### config.mk
export PLATFORM = sky130hd
export DESIGN_NAME = sae_safing_engine
export DESIGN_NICKNAME = d
export VERILOG_FILES = /design/src/sae_rec_mem.v /design/src/sae_safing_engine.v
export VERILOG_INCLUDE_DIRS = /design/src
export SDC_FILE = /design/constraint.sdc
export NUM_CORES = 1
export LEC_CHECK = 0
export ABC_CLOCK_PERIOD_IN_PS = 9400
export BUFFER_PORTS_ARGS = -buffer_cell sky130_fd_sc_hd__buf_2
export CAP_MARGIN = 20
export CORE_MARGIN = 8
export CORE_UTILIZATION = 55
export CTS_CLUSTER_DIAMETER = 40
export DETAILED_ROUTE_END_ITERATION = 10
export HOLD_SLACK_MARGIN = 0.02
export PLACE_DENSITY_LB_ADDON = 0.08
export SLEW_MARGIN = 25
export SYNTH_ARGS = -nofsm -noshare
export SYNTH_HDL_FRONTEND = slang
export SYNTH_SLANG_ARGS = --single-unit
### constraint.sdc
create_clock -name clock -period 9.4 [get_ports clock]
set_input_delay 0.47 -clock clock [delete_from_list [all_inputs] [get_ports clock]]
set_output_delay 0.47 -clock clock [all_outputs]
set_load 0.01 [all_outputs]
### src/sae_regs.vh
`ifndef SAE_REGS_VH
`define SAE_REGS_VH
`define SAE_CLK_NS        100
`define SAE_SCRAP_TMO_US  100000
`define SAE_SEED_STEP_US  10
`define SAE_LINE_PMIN_US  900
`define SAE_LINE_PMAX_US  1100
`define SAE_LINE_HMIN_US  400
`define SAE_LINE_HMAX_US  600
`define SAE_KEY_MASK      8'h55
`define SAE_HANDSHAKES    2'h2
`define SAE_LINE_GOOD     2'h3
`define SAE_LINE_BAD      2'h2
`define SAE_ST_SCRAP      2'h1
`define SAE_ST_ARMING     2'h2
`endif

### src/sae_rec_mem.v
`timescale 1ns/100ps
`default_nettype none
module sae_rec_mem #(
  parameter W     = 16,
  parameter DEPTH = 16,
  parameter AW    = 4
) (
  input  wire          clock,
  input  wire          we,
  input  wire [AW-1:0] waddr,
  input  wire [W-1:0]  wdata,
  input  wire [AW-1:0] raddr,
  output reg  [W-1:0]  rdata
);
  reg [W-1:0] mem [0:DEPTH-1];

  // No reset on the array; the counter memory's caller tracks valid entries in cnt_valid_reg, the setup memory's caller does not
  always @(posedge clock)
  begin
    if (we)
      mem[waddr] <= wdata;
    rdata <= mem[raddr];
  end
endmodule // sae_rec_mem
`default_nettype wire

### src/sae_safing_engine.v
`timescale 1ns/100ps
`default_nettype none
`include "sae_regs.vh"
module sae_safing_engine #(
  parameter RECS  = 16,
  parameter RW    = 4,
  parameter CW    = 8,
  parameter DW    = 16,
  parameter LOOPS = 8,
  parameter SCRAP_TMO_CYC = `SAE_SCRAP_TMO_US * 1000 / `SAE_CLK_NS,
  parameter SEED_STEP_CYC = `SAE_SEED_STEP_US * 1000 / `SAE_CLK_NS,
  parameter LINE_PMIN_CYC = (`SAE_LINE_PMIN_US * 1000 + `SAE_CLK_NS - 1) / `SAE_CLK_NS,
  parameter LINE_PMAX_CYC = `SAE_LINE_PMAX_US * 1000 / `SAE_CLK_NS,
  parameter LINE_HMIN_CYC = (`SAE_LINE_HMIN_US * 1000 + `SAE_CLK_NS - 1) / `SAE_CLK_NS,
  parameter LINE_HMAX_CYC = `SAE_LINE_HMAX_US * 1000 / `SAE_CLK_NS
) (
  input  wire              clock,
  input  wire              rst_b,
  input  wire              ssm_reset,
  input  wire              safing_state,
  input  wire              diag_state,
  input  wire              scrap_state,
  input  wire              sample_valid,
  input  wire [RW-1:0]     sample_record,
  input  wire [15:0]       sample_data,
  output reg               sample_ready,
  input  wire              cfg_we,
  input  wire [RW-1:0]     cfg_record,
  input  wire [15:0]       cfg_sample_limit,
  input  wire [DW-1:0]     cfg_dwell,
  input  wire [RECS-1:0]   record_enable,
  input  wire [2*RECS-1:0] record_arm_select,
  input  wire [CW-1:0]     event_increment,
  input  wire [CW-1:0]     event_decrement,
  input  wire [CW-1:0]     positive_arming_limit,
  input  wire [CW-1:0]     negative_arming_limit,
  input  wire              completion_read,
  output reg  [RECS-1:0]   record_completion_bits,
  input  wire [4*LOOPS-1:0] loop_mask,
  output reg  [LOOPS-1:0]  loop_enable,
  output reg  [3:0]        arm_request_out,
  output reg  [3:0]        stretch_timer_status,
  output reg               safing_rail,
  input  wire              hs_fet_cmd,
  output reg               hs_fet_on,
  input  wire              diag_arm_test,
  input  wire [3:0]        diag_arm_pattern,
  input  wire              diag_rail_test,
  input  wire              seed_read,
  output reg  [7:0]        seed_out,
  input  wire              key_valid,
  input  wire [7:0]        key_data,
  input  wire              disposal_line_input,
  output reg               line_qualified,
  output reg               disposal_armed
);
  reg rst_meta_reg, rst_sync_reg;
  always @(posedge clock or negedge rst_b)
  begin
    if (!rst_b)
    begin
      rst_meta_reg <= 1'b0;
      rst_sync_reg <= 1'b0;
    end
    else
    begin
      rst_meta_reg <= 1'b1;
      rst_sync_reg <= rst_meta_reg;
    end
  end
  wire rst_sync_b = rst_sync_reg;

  // Disposal line is an external pin
  reg line_meta_reg, line_sync_reg, line_prev_reg;

  reg              p1_reg;
  reg [RW-1:0]     p1_rec_reg;
  reg [15:0]       p1_data_reg;
  reg [RECS-1:0]   cnt_valid_reg;
  reg [RECS-1:0]   pos_flag_reg;
  reg [RECS-1:0]   neg_flag_reg;
  reg              safing_prev_reg;
  reg [DW-1:0]     dwell_reg [0:3];
  wire [2*CW-1:0]  cnt_rdata;
  wire [15+DW:0]   cfg_rdata;

  // Records with a pending completion bit are skipped entirely
  wire accept = sample_valid & sample_ready & safing_state & ~ssm_reset
              & record_enable[sample_record] & ~record_completion_bits[sample_record];

  wire signed [16:0] samp  = {p1_data_reg[15], p1_data_reg};
  wire signed [16:0] lim   = {cfg_rdata[15+DW], cfg_rdata[15+DW:DW]};
  wire [DW-1:0]      dwell = cfg_rdata[DW-1:0];
  wire pos_evt = samp > lim;
  wire neg_evt = samp < -lim;
  wire [CW-1:0] pos_cur = cnt_valid_reg[p1_rec_reg] ? cnt_rdata[2*CW-1:CW] : {CW{1'b0}};
  wire [CW-1:0] neg_cur = cnt_valid_reg[p1_rec_reg] ? cnt_rdata[CW-1:0] : {CW{1'b0}};
  wire [CW:0] pos_add = {1'b0, pos_cur} + {1'b0, event_increment};
  wire [CW:0] neg_add = {1'b0, neg_cur} + {1'b0, event_increment};
  wire [CW:0] pos_sub = {1'b0, pos_cur} - {1'b0, event_decrement};
  wire [CW:0] neg_sub = {1'b0, neg_cur} - {1'b0, event_decrement};
  // Extra carry bit catches overflow and underflow for saturation
  wire [CW-1:0] pos_new = pos_evt ? (pos_add[CW] ? {CW{1'b1}} : pos_add[CW-1:0])
                                  : (pos_sub[CW] ? {CW{1'b0}} : pos_sub[CW-1:0]);
  wire [CW-1:0] neg_new = neg_evt ? (neg_add[CW] ? {CW{1'b1}} : neg_add[CW-1:0])
                                  : (neg_sub[CW] ? {CW{1'b0}} : neg_sub[CW-1:0]);
  wire pos_arm = pos_new >= positive_arming_limit;
  wire neg_arm = neg_new >= negative_arming_limit;
  wire [1:0] p1_sel = record_arm_select[2*p1_rec_reg +: 2];

  sae_rec_mem #(.W(2*CW), .DEPTH(RECS), .AW(RW)) u_cnt_mem (
    .clock (clock),
    .we    (p1_reg),
    .waddr (p1_rec_reg),
    .wdata ({pos_new, neg_new}),
    .raddr (sample_record),
    .rdata (cnt_rdata)
  );

  // Record setup only changes in the diagnostic state
  sae_rec_mem #(.W(16+DW), .DEPTH(RECS), .AW(RW)) u_cfg_mem (
    .clock (clock),
    .we    (cfg_we & diag_state),
    .waddr (cfg_record),
    .wdata ({cfg_sample_limit, cfg_dwell}),
    .raddr (sample_record),
    .rdata (cfg_rdata)
  );

  wire safing_entry = safing_state & ~safing_prev_reg;
  wire [RECS-1:0] rec_armed = record_enable & (pos_flag_reg | neg_flag_reg);
  wire [4*RECS-1:0] rec_on_arm;
  wire [3:0] int_arm;
  wire [3:0] dwell_run;
  genvar g, a;
  generate
    for (a = 0; a < 4; a = a + 1)
    begin : g_arm
      for (g = 0; g < RECS; g = g + 1)
      begin : g_rec
        assign rec_on_arm[a*RECS+g] = rec_armed[g] & (record_arm_select[2*g +: 2] == a);
      end
      assign int_arm[a]   = |rec_on_arm[a*RECS +: RECS];
      assign dwell_run[a] = |dwell_reg[a];
    end
  endgenerate

  always @(posedge clock or negedge rst_sync_b)
  begin : p_engine
    integer i;
    if (!rst_sync_b)
    begin
      p1_reg                 <= 1'b0;
      p1_rec_reg             <= {RW{1'b0}};
      p1_data_reg            <= 16'h0000;
      sample_ready           <= 1'b0;
      cnt_valid_reg          <= {RECS{1'b0}};
      pos_flag_reg           <= {RECS{1'b0}};
      neg_flag_reg           <= {RECS{1'b0}};
      record_completion_bits <= {RECS{1'b0}};
      safing_prev_reg        <= 1'b0;
      for (i = 0; i < 4; i = i + 1)
        dwell_reg[i] <= {DW{1'b0}};
    end
    else if (ssm_reset)
    begin
      // Reset clears records and truncates running dwell
      p1_reg                 <= 1'b0;
      sample_ready           <= 1'b0;
      cnt_valid_reg          <= {RECS{1'b0}};
      pos_flag_reg           <= {RECS{1'b0}};
      neg_flag_reg           <= {RECS{1'b0}};
      record_completion_bits <= {RECS{1'b0}};
      safing_prev_reg        <= 1'b0;
      for (i = 0; i < 4; i = i + 1)
        dwell_reg[i] <= {DW{1'b0}};
    end
    else
    begin
      p1_reg          <= accept;
      p1_rec_reg      <= sample_record;
      p1_data_reg     <= sample_data;
      sample_ready    <= ~accept; // One sample in flight avoids a read-after-write hazard
      safing_prev_reg <= safing_state;
      if (safing_entry)
      begin
        for (i = 0; i < RECS; i = i + 1)
        begin
          if (positive_arming_limit == {CW{1'b0}})
            pos_flag_reg[i] <= 1'b1;
          if (negative_arming_limit == {CW{1'b0}})
            neg_flag_reg[i] <= 1'b1;
        end
      end
      for (i = 0; i < 4; i = i + 1)
        if (dwell_run[i])
          dwell_reg[i] <= dwell_reg[i] - 1'b1;
      // Completion set wins over a read in the same cycle
      if (completion_read)
        record_completion_bits <= {RECS{1'b0}};
      if (p1_reg)
      begin
        cnt_valid_reg[p1_rec_reg]          <= 1'b1;
        pos_flag_reg[p1_rec_reg]           <= pos_arm;
        neg_flag_reg[p1_rec_reg]           <= neg_arm;
        record_completion_bits[p1_rec_reg] <= 1'b1;
        if ((pos_arm | neg_arm) && dwell > dwell_reg[p1_sel])
          dwell_reg[p1_sel] <= dwell;
      end
    end
  end

  // Disposal: seed, key handshake, line qualification
  reg [7:0]  seed_cnt_reg;
  reg [31:0] seed_div_reg;
  reg [7:0]  exp_key_reg;
  reg [1:0]  hs_cnt_reg;
  reg [1:0]  scrap_st_reg;
  reg [31:0] tmo_reg;
  reg [31:0] per_reg;
  reg [31:0] high_reg;
  reg [1:0]  good_reg;
  reg [1:0]  bad_reg;

  wire line_rise  = line_sync_reg & ~line_prev_reg;
  wire per_over   = per_reg >= LINE_PMAX_CYC;
  wire cyc_end    = line_rise | per_over;
  wire cyc_ok     = line_rise && per_reg >= LINE_PMIN_CYC
                 && high_reg >= LINE_HMIN_CYC && high_reg <= LINE_HMAX_CYC;
  wire key_ok     = key_valid & (key_data == exp_key_reg);
  wire in_arming  = scrap_st_reg == `SAE_ST_ARMING;
  wire tmo_hit    = tmo_reg == 32'h00000000;

  always @(posedge clock or negedge rst_sync_b)
  begin
    if (!rst_sync_b)
    begin
      line_meta_reg  <= 1'b0;
      line_sync_reg  <= 1'b0;
      line_prev_reg  <= 1'b0;
      seed_cnt_reg   <= 8'h00;
      seed_div_reg   <= 32'h00000000;
      seed_out       <= 8'h00;
      exp_key_reg    <= `SAE_KEY_MASK;
      hs_cnt_reg     <= 2'h0;
      scrap_st_reg   <= `SAE_ST_SCRAP;
      tmo_reg        <= 32'h00000000;
      per_reg        <= 32'h00000000;
      high_reg       <= 32'h00000000;
      good_reg       <= 2'h0;
      bad_reg        <= 2'h0;
      line_qualified <= 1'b0;
    end
    else
    begin
      line_meta_reg <= disposal_line_input;
      line_sync_reg <= line_meta_reg;
      line_prev_reg <= line_sync_reg;
      if (seed_div_reg >= SEED_STEP_CYC - 1)
      begin
        seed_div_reg <= 32'h00000000;
        seed_cnt_reg <= seed_cnt_reg + 8'h01;
      end
      else
        seed_div_reg <= seed_div_reg + 32'h00000001;
      if (seed_read)
      begin
        seed_out    <= seed_cnt_reg;
        exp_key_reg <= seed_cnt_reg ^ `SAE_KEY_MASK;
      end
      // Line timing; a stuck line counts as an invalid cycle
      per_reg  <= cyc_end ? 32'h00000001 : per_reg + 32'h00000001;
      high_reg <= cyc_end ? {31'h0, line_sync_reg} : high_reg + {31'h0, line_sync_reg};
      if (cyc_end)
      begin
        if (cyc_ok)
        begin
          bad_reg <= 2'h0;
          if (good_reg != `SAE_LINE_GOOD)
            good_reg <= good_reg + 2'h1;
          if (good_reg + 2'h1 == `SAE_LINE_GOOD)
            line_qualified <= 1'b1;
        end
        else
        begin
          good_reg <= 2'h0;
          if (bad_reg != `SAE_LINE_BAD)
            bad_reg <= bad_reg + 2'h1;
          if (bad_reg + 2'h1 == `SAE_LINE_BAD)
            line_qualified <= 1'b0;
        end
      end
      if (!in_arming || key_ok)
        tmo_reg <= SCRAP_TMO_CYC;
      else if (!tmo_hit)
        tmo_reg <= tmo_reg - 32'h00000001;
      case (scrap_st_reg)
        `SAE_ST_SCRAP:
        begin
          if (key_valid)
            hs_cnt_reg <= key_ok ? ((hs_cnt_reg == `SAE_HANDSHAKES) ? hs_cnt_reg
                                                                   : hs_cnt_reg + 2'h1)
                                 : 2'h0;
          if (scrap_state && hs_cnt_reg == `SAE_HANDSHAKES && line_qualified)
            scrap_st_reg <= `SAE_ST_ARMING;
        end
        `SAE_ST_ARMING:
        begin
          if (!scrap_state || (key_valid && !key_ok) || tmo_hit || !line_qualified)
          begin
            scrap_st_reg <= `SAE_ST_SCRAP;
            hs_cnt_reg   <= 2'h0;
          end
        end
        default:
          scrap_st_reg <= `SAE_ST_SCRAP;
      endcase
    end
  end

  // Output stage
  wire [3:0] req_now = int_arm | dwell_run;
  wire arm_test  = diag_state & diag_arm_test;
  wire rail_test = diag_state & diag_rail_test & ~diag_arm_test;
  reg  [3:0] arm_next;
  always @*
  begin
    if (ssm_reset)
      arm_next = 4'h0;
    else if (in_arming)
      arm_next = 4'hF;
    else if (arm_test)
      arm_next = diag_arm_pattern;
    else if (safing_state)
      arm_next = req_now;
    else
      arm_next = dwell_run;
  end

  wire [LOOPS-1:0] loop_next;
  generate
    for (g = 0; g < LOOPS; g = g + 1)
    begin : g_loop
      assign loop_next[g] = |(arm_next & ~loop_mask[4*g +: 4]);
    end
  endgenerate

  wire rail_next = ~ssm_reset & ((|arm_next & ~arm_test) | rail_test);

  always @(posedge clock or negedge rst_sync_b)
  begin
    if (!rst_sync_b)
    begin
      arm_request_out      <= 4'h0;
      stretch_timer_status <= 4'h0;
      loop_enable          <= {LOOPS{1'b0}};
      safing_rail          <= 1'b0;
      hs_fet_on            <= 1'b0;
      disposal_armed       <= 1'b0;
    end
    else
    begin
      arm_request_out      <= arm_next;
      // Reset truncates dwell at once, so status must not lag it by a cycle
      stretch_timer_status <= ssm_reset ? 4'h0 : dwell_run;
      loop_enable          <= loop_next;
      safing_rail          <= rail_next;
      hs_fet_on            <= rail_next & hs_fet_cmd;
      disposal_armed       <= in_arming;
    end
  end
endmodule // sae_safing_engine
`default_nettype wire

==> impl_results.md <==
* Worst-path fanout max at 29
* Final worst path period share at 74.62%
* Placement Setup Slack at 1.841 ns
* Remaining Overflow, GRT at 0
* CTS tree: built
* Seq/Total Area, Yosys at 65.41%
* Final Cell Area at 57730 sq um
* Die width at 315.8 um
* IO buf count at 239
* Count leader, synth: edfxtp_1
* WL final at 122300 um
* Post-Syn Area at 49440 sq um
* FF+latch area at 32340 sq um
* CTS H-tree lvls at 4
* Unrepaired setup endpoints after global routing: false
* Tmin final at 7.015 ns
* Final Hold Viols at 0
* CORE AREA at 89600 sq um
* Pre-antenna DRT Iters at 6
* Ys async rst share at 28.92%
* CTS root buf: clkbuf_16
* Setup WS post-layout at 2.385 ns
* Die area at 99740 sq um
* Layout cells sized above 1 at 23.92%
* Vias per cell at 6.025
* First-pass GRT wire length at 185800 um
* Iteration-0 DRC Markers at 2770
* Clk_skew at 0.02582 ns
* Total power density per cell area at 233.2 nW/um^2
* Layout area overhead at 16.78%
* Yosys top cell area share at 46.65%
* Vias in the first global route at 30.79k
* Synth Flop Type: edfxtp_1
* Startpoint types: flip-flop
* IO Count at 240
* Reg2Reg Setup Slack at 2.39 ns
* Routed Antenna Nets at 0
* Fmax at 142.6 MHz
* Row cnt at 110
* Final setup fails at 0
* Final setup TNS at 0 ns
* Slew Limit Fails at 0
* Post-cts sizing count at 0
* Max rail drop VDD at 194.5 uV
* Top cells by area, synth: edfxtp_1, dfrtp_1, mux4_2
* Final nets at 3914
* Die span in y at 315.8 um
* Fillers at 6363
* Commonest cells in the netlist: edfxtp_1, dfrtp_1, nor2_1
* Required @ worst endpoint at 9.97 ns
* EDFF count, synth at 768
* Post-DP Area at 52300 sq um
* Largest register FFs at 512
* Final Core Density at 64.44%
* Multi-input logic area at 16370 sq um
* GP Congestion at 0.9518
* CTS sink cnt at 1148
* Arrival @ worst endpoint at 7.58 ns
* DPL Wire Length at 75740 um
* Outcome: finished, final reports clean
* CTS clk-pin slew, worst paths at 0.06 ns
* Maximum root-to-sink buffer count at 3
* Post-synth cell types at 82
* Pleak at 21.66 nW
* Antenna violations before repair at 8
* Area leader, netlist: edfxtp_1
* Largest net degree at the start of global routing at 141
* Initial core utilization at 55.18%
* Max cap viols at 0
* Post-Synthesis Cells at 3218
* CTS Buf Count at 146
* Syn Area/Cell at 15.36 sq um
* Hold Path Class: input port to flip-flop
* Detailed-route via count at 29.53k
* Worst slew pin tran at 1.019 ns
* All-layer global routing usage at 24.70%
* Skew-Pair Late Insertion Delay at 0.74 ns
* Crit path kind: flip-flop to flip-flop
* Synth warn at 0
* CP Capture Type: flip-flop
* Slew HR at 32.06%
* DR WL/cell at 24.94 um
* DRC violations left at 0
* FF+latch count, synth at 1148
-- path summary, 6_finish.rpt --
| check | from | endpoint | cells past startpoint |
|---|---|---|---|
| max in group asynchronous | rst_sync_b | dwell_reg[39] | 2 |
| worst max-delay path | p1_rec_reg[0] | dwell_reg[17] | 24 |
| worst min register to register | rst_sync_b | p1_data_reg[1] | 0 |
| min in group asynchronous | rst_sync_b | p1_data_reg[1] | 0 |
| worst min-delay path | sample_valid | p1_reg | 3 |
| worst max register to register | p1_rec_reg[0] | dwell_reg[17] | 24 |
-- critical path, stage by stage (launching register included) --
cell	delay, ns
dfrtp_2	0.71
mux4_2	0.57
mux4_2	0.67
nand2_1	0.17
inv_1	0.05
ha_1	0.20
fa_1	0.41
a21oi_1	0.16
nor2_1	0.05
nor2_1	0.15
o21bai_1	0.10
a21oi_1	0.22
o21ai_0	0.15
or2_2	0.40
o32a_1	0.42
ha_1	0.29
a2111oi_0	0.62
nand2_1	0.09
o21ai_0	0.14
a31oi_2	0.10
buf_4	0.28
o211ai_1	0.19
buf_4	0.34
mux2i_1	0.27
nor2_1	0.07
-- report_power, final --
part	internal, mW	total, mW	switching (mW)
combinational	0.821	1.87	1.05
sequential	5.73	5.97	0.245
clock	3.44	5.62	2.18
total	9.99	13.5	3.47
-- per-stage QoR --
| step | hold slack [ns] | std cells | power (mW) |
|---|---|---|---|
| final | 0.07385 | 4902 | 13.47 |
| after global routing | 0.05480 | 4898 | 13.98 |
| after CTS | 0.02532 | 4896 | 13.55 |
| after detailed placement | 0.2574 | 4593 | 7.892 |
| after global placement | 0.2549 | 4593 | 7.799 |
| after floorplan | 0.1744 | 3260 | 7.291 |
-- what timing repair did --
item,CTS,global route
hold buffers,36,0
setup buffers,0,0
endpoints found under the hold margin,28,0
-- layout make-up --
class / instances / share of cell area (%)
repair buffers: 324 / 3.448
clock buffers: 186 / 6.924
diodes: 6 / 0.02601
clock inverters: 81 / 1.697
well taps: 1176 / 2.549
multi-input cells: 1831 / 28.36
inverters: 150 / 0.9752
flip-flops and latches: 1148 / 56.02
-- metal layers --
layer | vias up | track usage (%) | part of all wire, %
met1 | 15300 | 32.27 | 41
met2 | 924 | 42.26 | 51
li1 | 13060 | - | -
met5 | - | 0 | 0.0090
met3 | 247 | 4.436 | 5.6
met4 | 2 | 7.722 | 2.7
-- cell usage in the layout, fill, tap and decap left out, drive strengths merged, types with 14 or more instances in the layout --
cell type,netlist,routed
a211oi,60,60
a21o,26,26
a21oi,67,67
and2,14,14
and3,21,21
buf,45,287
bufinv,0,14
clkbuf,86,187
clkinv,0,34
conb,2,44
dfrtp,327,327
dfxtp,48,48
dlygate4sd3,0,36
edfxtp,768,768
ha,114,114
inv,150,172
mux2,31,31
mux2i,17,17
mux4,272,272
nand2,130,130
nand2b,34,34
nand3,40,40
nand4,25,25
nor2,315,315
nor2b,19,19
nor3,130,130
nor3b,20,20
nor4,47,47
o2111ai,19,19
o211ai,14,14
o21ai,54,54
or3,19,19
or4,18,18
xnor2,99,99
xor2,67,67
-- kinds of logic after synthesis --
logic type	share of synthesized area, %
AOI/OAI and AO/OA	4.556
xor gates and xnor gates	2.941
adders and majority gates	3.047
buffers and inverters	2.220
DFF	65.41
muxes	13.44
other	0.01519
and+or+nand+nor	8.372
Note: power is estimated with default switching activity, not from simulation.
